$ cat config.mk
export PLATFORM = sky130hd
export DESIGN_NAME = aphp_port
export DESIGN_NICKNAME = d
export VERILOG_FILES = /design/src/aphp_pkg.sv /design/src/aphp_port.sv
export SDC_FILE = /design/constraint.sdc
export NUM_CORES = 1
export LEC_CHECK = 0
export BUFFER_PORTS_ARGS = -buffer_cell sky130_fd_sc_hd__buf_4
export CAP_MARGIN = 20
export CORE_MARGIN = 2
export CORE_UTILIZATION = 40
export CTS_BUF_LIST = sky130_fd_sc_hd__clkbuf_8
export CTS_CLUSTER_SIZE = 30
export DETAILED_ROUTE_END_ITERATION = 6
export GPL_TIMING_DRIVEN = 0
export PLACE_DENSITY = 0.73
export SETUP_SLACK_MARGIN = 0.2
export SYNTH_ARGS = -nofsm -noshare
export SYNTH_HDL_FRONTEND = slang
export SYNTH_SLANG_ARGS = --single-unit
$ cat constraint.sdc
create_clock -name sys_clk_i -period 13.07 [get_ports sys_clk_i]
set_clock_uncertainty 0.1 [all_clocks]
set_input_delay 0.6535 -clock sys_clk_i [delete_from_list [all_inputs] [get_ports sys_clk_i]]
set_output_delay 0.6535 -clock sys_clk_i [all_outputs]
set_load 0.02 [all_outputs]
$ cat src/aphp_pkg.sv
// package for the parallel host port: constants and carrier types
package aphp_pkg;
  localparam int NUM_CH = 8;
  localparam int DATA_W = 16;
  localparam int ADDR_W = 7;
  // internal register addresses
  localparam logic [6:0] ADDR_RESULT_MODE = 7'h00;
  localparam logic [6:0] ADDR_CONFIG = 7'h02;
  localparam logic [6:0] ADDR_DIAG_CFG = 7'h21;
  // field positions
  localparam int CFG_STATUS_BIT = 6;
  localparam int DIAG_CRC_BIT = 2;
  localparam int FRAME_RW_BIT = 15;
  // reset values and checksum polynomial
  localparam logic [7:0] CONFIG_RST = 8'h00;
  localparam logic [7:0] DIAG_CFG_RST = 8'h00;
  localparam logic [15:0] CRC_SEED = 16'hFFFF;
  localparam logic [15:0] CRC_POLY = 16'h1021;
  // wishbone register offsets (byte addresses)
  localparam logic [7:0] WB_CTRL_OFS = 8'h00;
  localparam logic [7:0] WB_STAT_OFS = 8'h04;
  localparam logic [7:0] WB_CH_OFS = 8'h20;
  localparam logic [7:0] WB_FLAG_OFS = 8'h40;

  typedef enum logic [2:0] {
    ST_RESULT = 3'b001,
    ST_STATUS = 3'b010,
    ST_CRC = 3'b100
  } aphp_seq_t;

  typedef struct packed {
    logic cs_n;
    logic rd_n;
    logic wr_n;
    logic [15:0] data;
  } aphp_pins_in_t;

  typedef struct packed {
    logic [15:0] data;
    logic data_oe_n;
    logic first;
    logic first_oe_n;
  } aphp_pins_out_t;
endpackage

$ cat src/aphp_port.sv
// parallel host port of an eight-channel converter, with wishbone side access
// Function
// low select chooses parallel port
// hardware mode reads results only
// software mode needs all oversample pins high
// select rise floats bus, fall drives
// read fall steps channels one to eight
// host may tie select low
// host reads new data after busy
// shared select/read fall drives and steps
// first flag driven under select, high channel one
// results load at busy falling edge
// host avoids reading at busy fall
// checksum appended when enabled
// checksum covers every driven word
// status enable gives two frames per channel
// status header upper byte, zeros below
// status header layout with channel tag
// register mode drives only on read
// read command sets bit fifteen
// address captured at write rise
// next read returns address and contents
// address zero write leaves register mode
// register write is a single frame
// host reads a register before writes
// host releases bus when write high
// sequence restarts after busy fall
//
// The implementer's own choices: register access over Wishbone and the placing of the registers.
`timescale 1ns/1ps
module aphp_port (
  // clock and reset
  input wire logic sys_clk_i,
  input wire logic rst_n_i,
  // mode straps
  input wire logic interface_select_i,
  input wire logic [2:0] os_select_i,
  // converter side
  input wire logic busy_i,
  input wire logic [aphp_pkg::NUM_CH*16-1:0] conv_data_i,
  input wire logic [aphp_pkg::NUM_CH*5-1:0] diag_flags_i,
  // parallel pins
  input wire aphp_pkg::aphp_pins_in_t pins_i,
  output aphp_pkg::aphp_pins_out_t pins_o,
  // wishbone slave
  input wire logic wb_cyc_i,
  input wire logic wb_stb_i,
  input wire logic wb_we_i,
  input wire logic [7:0] wb_adr_i,
  input wire logic [3:0] wb_sel_i,
  input wire logic [31:0] wb_dat_i,
  output logic [31:0] wb_dat_o,
  output logic wb_ack_o
);
  import aphp_pkg::*;

  // the channel tag and the header layout are fixed at eight channels
  if (NUM_CH != 8) begin : g_ch_check
    $error("eight channels only");
  end

  ////////////////////////////////////////////////////////////////////////
  // edge detection of pin strobes, pins sampled as synchronous
  logic cs_q, rd_q, wr_q, busy_q;
  logic cs_fall, cs_rise, rd_fall, wr_rise, busy_fall;
  always_ff @(posedge sys_clk_i or negedge rst_n_i) begin
    if (!rst_n_i) begin
      cs_q <= 1'b1;
      rd_q <= 1'b1;
      wr_q <= 1'b1;
      busy_q <= 1'b0;
    end else begin
      cs_q <= pins_i.cs_n;
      rd_q <= pins_i.rd_n;
      wr_q <= pins_i.wr_n;
      busy_q <= busy_i;
    end
  end
  assign cs_fall = cs_q & ~pins_i.cs_n;
  assign cs_rise = ~cs_q & pins_i.cs_n;
  // a shared select/read line falls both at once and still steps
  assign rd_fall = rd_q & ~pins_i.rd_n & ~pins_i.cs_n;
  assign wr_rise = ~wr_q & pins_i.wr_n & ~pins_i.cs_n;
  assign busy_fall = busy_q & ~busy_i;

  logic par_mode, sw_mode;
  assign par_mode = ~interface_select_i;
  assign sw_mode = &os_select_i;

  ////////////////////////////////////////////////////////////////////////
  // state
  logic [NUM_CH*16-1:0] res_q, res_d;
  logic [NUM_CH*5-1:0] flg_q, flg_d;
  logic [7:0] config_q, config_d, diag_q, diag_d;
  logic reg_mode_q, reg_mode_d;
  logic [6:0] reg_addr_q, reg_addr_d;
  logic [2:0] ch_q, ch_d;
  aphp_seq_t seq_q, seq_d;
  logic done_q, done_d;
  logic [15:0] crc_q, crc_d;
  logic [15:0] dout_q, dout_d;
  logic oe_n_q, oe_n_d, first_q, first_d, fo_n_q, fo_n_d;
  logic reset_seen_q, reset_seen_d;
  logic [15:0] rd_cnt_q, rd_cnt_d;
  logic [31:0] wb_dat_d;
  logic wb_ack_d;

  function automatic logic [15:0] crc_step(input logic [15:0] c, input logic [15:0] w);
    logic [15:0] r;
    r = c;
    for (int i = 15; i >= 0; i--) begin
      r = r[15] ^ w[i] ? {r[14:0], 1'b0} ^ CRC_POLY : {r[14:0], 1'b0};
    end
    return r;
  endfunction

  function automatic logic [7:0] reg_read(input logic [6:0] a, input logic [7:0] cfg,
                                          input logic [7:0] dg);
    if (a == ADDR_CONFIG) reg_read = cfg;
    else if (a == ADDR_DIAG_CFG) reg_read = dg;
    else reg_read = 8'h00;
  endfunction

  logic [15:0] word_sel;
  logic [7:0] hdr;
  always_comb begin
    hdr = {reset_seen_q, flg_q[ch_q*5+4], flg_q[ch_q*5+3], flg_q[ch_q*5+2],
           flg_q[ch_q*5+1], ch_q};
    if (reg_mode_q) begin
      word_sel = {1'b0, reg_addr_q, reg_read(reg_addr_q, config_q, diag_q)};
    end else begin
      case (seq_q)
        ST_STATUS: word_sel = {hdr, 8'h00};
        ST_CRC: word_sel = crc_q;
        default: word_sel = res_q[ch_q*16 +: 16];
      endcase
    end
  end

  ////////////////////////////////////////////////////////////////////////
  // next-state logic
  always_comb begin
    res_d = res_q;
    flg_d = flg_q;
    config_d = config_q;
    diag_d = diag_q;
    reg_mode_d = reg_mode_q;
    reg_addr_d = reg_addr_q;
    ch_d = ch_q;
    seq_d = seq_q;
    done_d = done_q;
    crc_d = crc_q;
    dout_d = dout_q;
    oe_n_d = oe_n_q;
    first_d = first_q;
    fo_n_d = fo_n_q;
    reset_seen_d = reset_seen_q;
    rd_cnt_d = rd_cnt_q;
    if (cs_rise || !par_mode) begin
      oe_n_d = 1'b1;
      fo_n_d = 1'b1;
    end else if (cs_fall) begin
      fo_n_d = 1'b0;
      oe_n_d = reg_mode_q & pins_i.rd_n;
    end
    if (par_mode && !pins_i.cs_n && !pins_i.wr_n) oe_n_d = 1'b1;
    if (par_mode && rd_fall) begin
      oe_n_d = 1'b0;
      dout_d = word_sel;
      rd_cnt_d = rd_cnt_q + 16'h0001;
      first_d = 1'b0;
      if (!reg_mode_q && !done_q) begin
        crc_d = seq_q == ST_CRC ? crc_q : crc_step(crc_q, word_sel);
        reset_seen_d = 1'b0;
        if (seq_q == ST_RESULT) first_d = (ch_q == 3'h0);
        if (seq_q == ST_RESULT && sw_mode && config_q[CFG_STATUS_BIT]) begin
          seq_d = ST_STATUS;
        end else if (seq_q == ST_CRC) begin
          done_d = 1'b1;
        end else if (ch_q == 3'h7) begin
          ch_d = 3'h0;
          if (sw_mode && diag_q[DIAG_CRC_BIT]) seq_d = ST_CRC;
          else begin
            seq_d = ST_RESULT;
          end
        end else begin
          ch_d = ch_q + 3'h1;
          seq_d = ST_RESULT;
        end
      end
    end
    if (par_mode && wr_rise && sw_mode) begin
      if (pins_i.data[FRAME_RW_BIT]) begin
        reg_mode_d = 1'b1;
        reg_addr_d = pins_i.data[14:8];
      end else if (pins_i.data[14:8] == ADDR_RESULT_MODE) begin
        reg_mode_d = 1'b0;
      end else begin
        if (pins_i.data[14:8] == ADDR_CONFIG) config_d = pins_i.data[7:0];
        if (pins_i.data[14:8] == ADDR_DIAG_CFG) diag_d = pins_i.data[7:0];
      end
    end
    if (!sw_mode) reg_mode_d = 1'b0;
    if (busy_fall) begin
      res_d = conv_data_i;
      flg_d = diag_flags_i;
      ch_d = 3'h0;
      seq_d = ST_RESULT;
      done_d = 1'b0;
      crc_d = CRC_SEED;
    end
  end

  always_ff @(posedge sys_clk_i or negedge rst_n_i) begin
    if (!rst_n_i) begin
      res_q <= '0;
      flg_q <= '0;
      config_q <= CONFIG_RST;
      diag_q <= DIAG_CFG_RST;
      reg_mode_q <= 1'b0;
      reg_addr_q <= 7'h00;
      ch_q <= 3'h0;
      seq_q <= ST_RESULT;
      done_q <= 1'b0;
      crc_q <= CRC_SEED;
      dout_q <= 16'h0000;
      oe_n_q <= 1'b1;
      first_q <= 1'b0;
      fo_n_q <= 1'b1;
      reset_seen_q <= 1'b1;
      rd_cnt_q <= 16'h0000;
    end else begin
      res_q <= res_d;
      flg_q <= flg_d;
      config_q <= config_d;
      diag_q <= diag_d;
      reg_mode_q <= reg_mode_d;
      reg_addr_q <= reg_addr_d;
      ch_q <= ch_d;
      seq_q <= seq_d;
      done_q <= done_d;
      crc_q <= crc_d;
      dout_q <= dout_d;
      oe_n_q <= oe_n_d;
      first_q <= first_d;
      fo_n_q <= fo_n_d;
      reset_seen_q <= reset_seen_d;
      rd_cnt_q <= rd_cnt_d;
    end
  end

  // one driver for the whole carrier, members filled from their flops
  assign pins_o = '{data: dout_q, data_oe_n: oe_n_q, first: first_q, first_oe_n: fo_n_q};

  ////////////////////////////////////////////////////////////////////////
  // wishbone slave: single-cycle ack, one idle cycle forced between
  logic wb_hit;
  assign wb_hit = wb_cyc_i & wb_stb_i & ~wb_ack_o;
  always_comb begin
    wb_ack_d = wb_hit;
    wb_dat_d = 32'h0000_0000;
    if (wb_hit && !wb_we_i) begin
      if (wb_adr_i == WB_CTRL_OFS) wb_dat_d = {16'h0000, diag_q, config_q};
      else if (wb_adr_i == WB_STAT_OFS) begin
        wb_dat_d = {rd_cnt_q, 3'h0, reg_mode_q, reg_addr_q, sw_mode, done_q, ch_q};
      end else if (wb_adr_i >= WB_CH_OFS && wb_adr_i < WB_CH_OFS + 8'h20) begin
        wb_dat_d = {16'h0000, res_q[wb_adr_i[4:2]*16 +: 16]};
      end else if (wb_adr_i >= WB_FLAG_OFS && wb_adr_i < WB_FLAG_OFS + 8'h20) begin
        wb_dat_d = {27'h0, flg_q[wb_adr_i[4:2]*5 +: 5]};
      end
    end
  end
  always_ff @(posedge sys_clk_i or negedge rst_n_i) begin
    if (!rst_n_i) begin
      wb_ack_o <= 1'b0;
      wb_dat_o <= 32'h0000_0000;
    end else begin
      wb_ack_o <= wb_ack_d;
      wb_dat_o <= wb_dat_d;
    end
  end
endmodule

After elaboration in Yosys (flattened, before gate mapping):

Index checks and enable logic that the tools add are counted.

* flip-flop bits (word level): 288
* output and inout bits: 52
* word-level logic and storage cells: 209

* $add $sub $neg: 6
* multipliers: 2
* order comparisons: 8
* eq/ne operators: 14
* shift-type cells: 3
* mux-type cells: 67
* bitwise operators: 51
* reductions and logical operators: 36

Operators with widths (count)
* variable part select 128 x 8 -> 16 bit: 2
* 2-to-1 mux 13 bit: 16
* 2-to-1 mux 16 bit: 6
* 2-to-1 mux 32 bit: 3
* NOT 3 bit: 16
* variable part select 40 x 7 -> 5 bit: 1
* 2-to-1 mux 3 bit: 13
* one-hot mux 16 bit (2 select lines): 1
* less-than comparator 7 bit (second input constant): 4
* binary-select mux 1 bit (select 6 bit): 4
* 2-to-1 mux 1 bit: 21
* adder 16 x 1 -> 16 bit (second input constant): 1
* less-than comparator 8 x 7 -> 1 bit (second input constant): 2
* 2-to-1 mux 8 bit: 2
* AND reduction 4 bit: 4
* bitwise XOR 1 bit: 16
* adder 6 x 2 -> 7 bit (second input constant): 2
* equality test 7 x 2 -> 1 bit (second input constant): 2
* equality test 7 x 6 -> 1 bit (second input constant): 2
* logical AND 1 bit: 12
* multiplier 3 x 3 -> 6 bit (second input constant): 2
* bitwise AND 1 bit: 10
* NOT 1 bit: 9
* AND reduction 3 bit: 3
* 22 further kinds: 33

Depth between registers and ports, before layout:

* depth in word-level cells: 42
* gate-level depth with buffers: 19
* mapped depth without buffers: 13

Least setup slack after synthesis:

OpenSTA, ideal clock, no wires.

* path type: reg2reg
* from: register ch_q[0]
* to: register crc_q[8]
* data arrival time: 4.697 ns
* required time: 12.906 ns
* path slack: 8.209 ns
* stages on the path, launching flop included: 18
* buffers on the path: 6
* clock period less this slack: 4.861 ns
* path through: dfrtp_1 buf_6 buf_12 buf_4 buf_2 buf_2 inv_1 ha_1 buf_1 mux4_2 a211o_1 a31oi_1 a21oi_1 xnor2_1 xnor3_1 xnor2_1 or3_1 nand3_1

* longest elaborated chain between the ends: 25
* elaborated cells between the ends (all ways): 42
* those cells by class: add/sub (3); mul (1); shift (1); mux (28); bitwise (9)

RTL lines
* start, declared: line aphp_port.sv:97 `logic [2:0] ch_q, ch_d;`
* start signal, assigned: line aphp_port.sv:239 `ch_q <= ch_d;`
* multiplier 3 x 3 -> 6 bit: line aphp_port.sv:127, aphp_port.sv:128
* adder 6 x 3 -> 7 bit: line aphp_port.sv:127 `hdr = {reset_seen_q, flg_q[ch_q*5+4], flg_q[ch_q*5+3], flg_q[ch_q*5+2],`
* binary-select mux 1 bit (select 6 bit): line aphp_port.sv:127
* 2-to-1 mux 1 bit (implied by the code): line aphp_port.sv:127
* one-hot mux 16 bit (2 select lines) *: line aphp_port.sv:132 `case (seq_q)`
* 2-to-1 mux 16 bit *: line aphp_port.sv:129 `if (reg_mode_q) begin`
* bitwise XOR 1 bit: line aphp_port.sv:112 `r = r[15] ^ w[i] ? {r[14:0], 1'b0} ^ CRC_POLY : {r[14:0], 1'b0};`
* 2-to-1 mux 13 bit (7 in a row): line aphp_port.sv:112
* NOT 3 bit (no source line)
* 2-to-1 mux 13 bit: line aphp_port.sv:112
* bitwise XOR 1 bit: line aphp_port.sv:112
* 2-to-1 mux 13 bit * (4 in a row): line aphp_port.sv:112
* 2-to-1 mux 16 bit *: line aphp_port.sv:173 `crc_d = seq_q == ST_CRC ? crc_q : crc_step(crc_q, word_sel);`
* 2-to-1 mux 16 bit *: line aphp_port.sv:172 `if (!reg_mode_q && !done_q) begin`
* 2-to-1 mux 16 bit *: line aphp_port.sv:167 `if (par_mode && rd_fall) begin`
* 2-to-1 mux 16 bit *: line aphp_port.sv:204 `if (busy_fall) begin`
* end signal, assigned: line aphp_port.sv:242 `crc_q <= crc_d;`
* end, declared: line aphp_port.sv:100 `logic [15:0] crc_q, crc_d;`

Mark *: on every way between the ends. The rest lies on a longest branch, timed or not. The select of a mux whose other input is x is not followed.
A chain may end at the register's enable or synchronous reset.

Worst setup path after layout:

Same ends and word-level chain as after synthesis.

==> flow_summary.json <==
{
  "grt_pass1_vias": 13860,
  "cts.sinks": 288,
  "dp_hpwl_um": 42300,
  "dp.cells": 2354,
  "cts_buffer_depth": 3,
  "dr.pass1.iters": 6,
  "maxCapViolations": 0,
  "rsz0062_at_grt": "no",
  "finalWorstPathRequiredPeriod_ns": 6.179,
  "core_area_mm2": 0.03973,
  "syn_avg_cell_area_um2": 10.22,
  "worst_r2r_path_depth": 18,
  "relSlewSlack_pct": 26.33,
  "syn_area_mm2": 0.01609,
  "yosys_register_bits": 288,
  "tns_ns": 0,
  "cpPeakStageDelay_ns": 0.61,
  "final_net_count": 2134,
  "synth-main-ff-cell": "dfrtp_1",
  "hold_viol_final": 0,
  "totalWireLength_um": 55160,
  "min_period_over_period_pct": 47.28,
  "grt_max_degree": 112,
  "portBuffers": 253,
  "powerDensity_mw_per_mm2": 142.1,
  "mostFrequentLayoutCells": "nand2_1, dfrtp_1, buf_4",
  "path_cells": "buf_6, buf_12, buf_4, buf_2, buf_2, inv_1, ha_1, buf_1, mux4_2, mux2i_1, nor4b_1, a31oi_1, a21oi_1, xnor2_1, xnor3_1, xnor2_1, or3_1, nand3_1",
  "cts-resized-gates": 0,
  "clk_pin_slew_ns": 0.06,
  "crit_fanout": 10,
  "cts_buffers": 49,
  "outcome": "completed",
  "leakagePower_nw": 9.426,
  "first_iter_violations": 1351,
  "drc": 0,
  "area_growth_pct": 22.39,
  "track_usage_pct": 26.65,
  "synth_edf_count": 0,
  "netlist_instances": 1574,
  "async_flop_share_pct": 100.0,
  "cts.root.buffer_cell": "clkbuf_8",
  "start_kind": "flip-flop",
  "wl_per_cell_um": 22.56,
  "worst_path_max_delay_cell": "mux4_2",
  "synth_cell_types": 67,
  "insertion_delay_ns": 0.63,
  "synth_top_area_cell": "dfrtp_1",
  "fin_total_pwr_mw": 2.799,
  "tightestPinTransition_ns": 1.097,
  "setup_viol": 0,
  "die_h_um": 204.6,
  "yosysWarnings": 0,
  "vdd_drop_max_mv": 0.09060,
  "mostFrequentLayoutCell": "nand2_1",
  "antenna_found_initial": 3,
  "finalNonFillerCells": 2445,
  "cts_tree": "done",
  "die_x_um": 204.6,
  "vias_per_cell": 5.671,
  "antenna_left": 0,
  "syn_nets": 1826,
  "hold-path-cell-count": 1,
  "io_pins": 293,
  "yosysTopAreaCellShare_pct": 41.22,
  "grt_pass1_wl_um": 83400,
  "critPathArrivalTime_ns": 6.65,
  "netlist_top_cells_area": "dfrtp_1, nand2_1, mux4_2",
  "clock.fmax_ghz": 0.1618,
  "drive_above_1_share_pct": 25.85,
  "drv_slew": 0,
  "ys_seq_area_share_pct": 44.98,
  "cp.required_ns": 13.54,
  "die-area_mm2": 0.04184,
  "endpoint_kind": "flip-flop",
  "grt_overflow_total": 0,
  "hold_path_class": "in -> reg",
  "place.gp.congestion": 0.9531,
  "start_util_pct": 40.49,
  "rows": 73,
  "htree_levels": 2,
  "via_count": 13865,
  "criticalPathCategory": "reg -> reg"
}
[logic make-up (layout without fill, tap and decap cells)]
group	Yosys count	count (layout)	share of synthesized area, %
and+or+nand+nor	757	757	19.73
DFF	288	288	44.98
muxes	197	197	21.36
AOI/OAI and AO/OA	136	136	5.460
buffers and inverters	113	458	3.072
xor gates and xnor gates	71	71	4.480
adders and majority gates	12	12	0.9177
other	0	1	0
[routing by layer]
layer | share of wire, % | wire [um] | vias up | track usage, %
li1 | - | - | 6086 | -
met1 | 40 | 22000 | 6807 | 35.39
met2 | 46 | 25420 | 815 | 41.69
met3 | 9.5 | 5248 | 153 | 6.522
met4 | 4.5 | 2467 | 4 | 11.34
met5 | 0.044 | 24 | - | 0
[worst paths after layout]
check	end	slack (ns)	from
max	crc_q[8]	6.89	ch_q[0]
min	busy_q	0.05	busy_i
max reg2reg	crc_q[8]	6.89	ch_q[0]
min reg2reg	wb_ack_o	0.34	wb_ack_o
max in group asynchronous	res_q[57]	10.94	rst_n_i
min in group asynchronous	wb_ack_o	0.48	rst_n_i
[where the power goes]
group	internal, mW	switching, mW	total, mW	leakage, nW
clock network	0.427	0.383	0.811	0.567
registers	1.00	0.114	1.12	3.65
logic	0.437	0.433	0.870	5.21
[synth_stat cells (3+ instances only)]
library cell,number
a211oi_1,4
a21boi_0,4
a21o_1,4
a21oi_1,33
a221o_1,6
a221oi_1,3
a31oi_1,7
and2_1,20
and3_1,11
and4b_1,3
buf_1,15
buf_2,8
buf_4,5
clkbuf_1,69
dfrtp_1,265
dfstp_2,23
ha_1,11
inv_1,12
mux2_2,30
mux2i_1,58
mux4_1,17
mux4_2,92
nand2_1,580
nand2b_1,6
nand3_1,22
nand3b_1,8
nand4_1,9
nor2_1,51
nor2b_1,6
nor3_1,14
nor3b_1,5
nor4b_1,3
nor4bb_1,3
o211ai_1,6
o21ai_0,37
o22a_1,8
o22ai_1,8
o31ai_1,3
or3_1,7
xnor2_1,46
xnor3_1,5
xor2_1,17
[critical path, delay by kind of cell, from the launching register on]
family          cells  cell delay, ns
mux                 2            0.93
compound gates      2            0.35
fa+ha+maj           1            0.37
buf+inv             7            2.24
flops               1            0.39
simple gates        3            0.51
xor+xnor            3            1.18
[timing repair]
action                                 4_1_cts  5_1_grt
endpoints found under the hold margin       73        0
setup buffers                                0        0
hold buffers                                 1        0
[area by class of cell]
type,count,area (um2)
repair buffers,257,1979
multi-input cells,1173,8358
clock buffers,59,812.0
plain buffers,101,449.2
clock inverters,29,151.4
diodes,1,2.502
well taps,525,656.9
fillers,3630,20040
flip-flops and latches,288,7236
inverters,12,45.04
[state kept, by name (all words and copies together), names as in the netlist, 3 cells and up]
| signal | count |
|---|---|
| rd_cnt_q | 16 |
| res_q | 128 |
| diag_q | 8 |
| wb_dat_o | 32 |
| dout_q | 16 |
| flg_q | 40 |
| reg_addr_q | 7 |
| crc_q | 16 |
| seq_q | 3 |
| ch_q | 3 |
| config_q | 8 |
[stage by stage]
stage	area [um2]	util [%]	setup slack, ns	hold WS, ns
after floorplan	16090	-	8.209	0.2579
after global placement	18640	46.92	6.930	0.3399
after detailed placement	18710	47.08	6.879	0.3377
after CTS	19680	49.53	6.875	0.01197
after global routing	19690	49.55	6.483	0.01858
final	19690	49.56	6.891	0.04926
No activity file was read; power rests on OpenSTA's default activity.
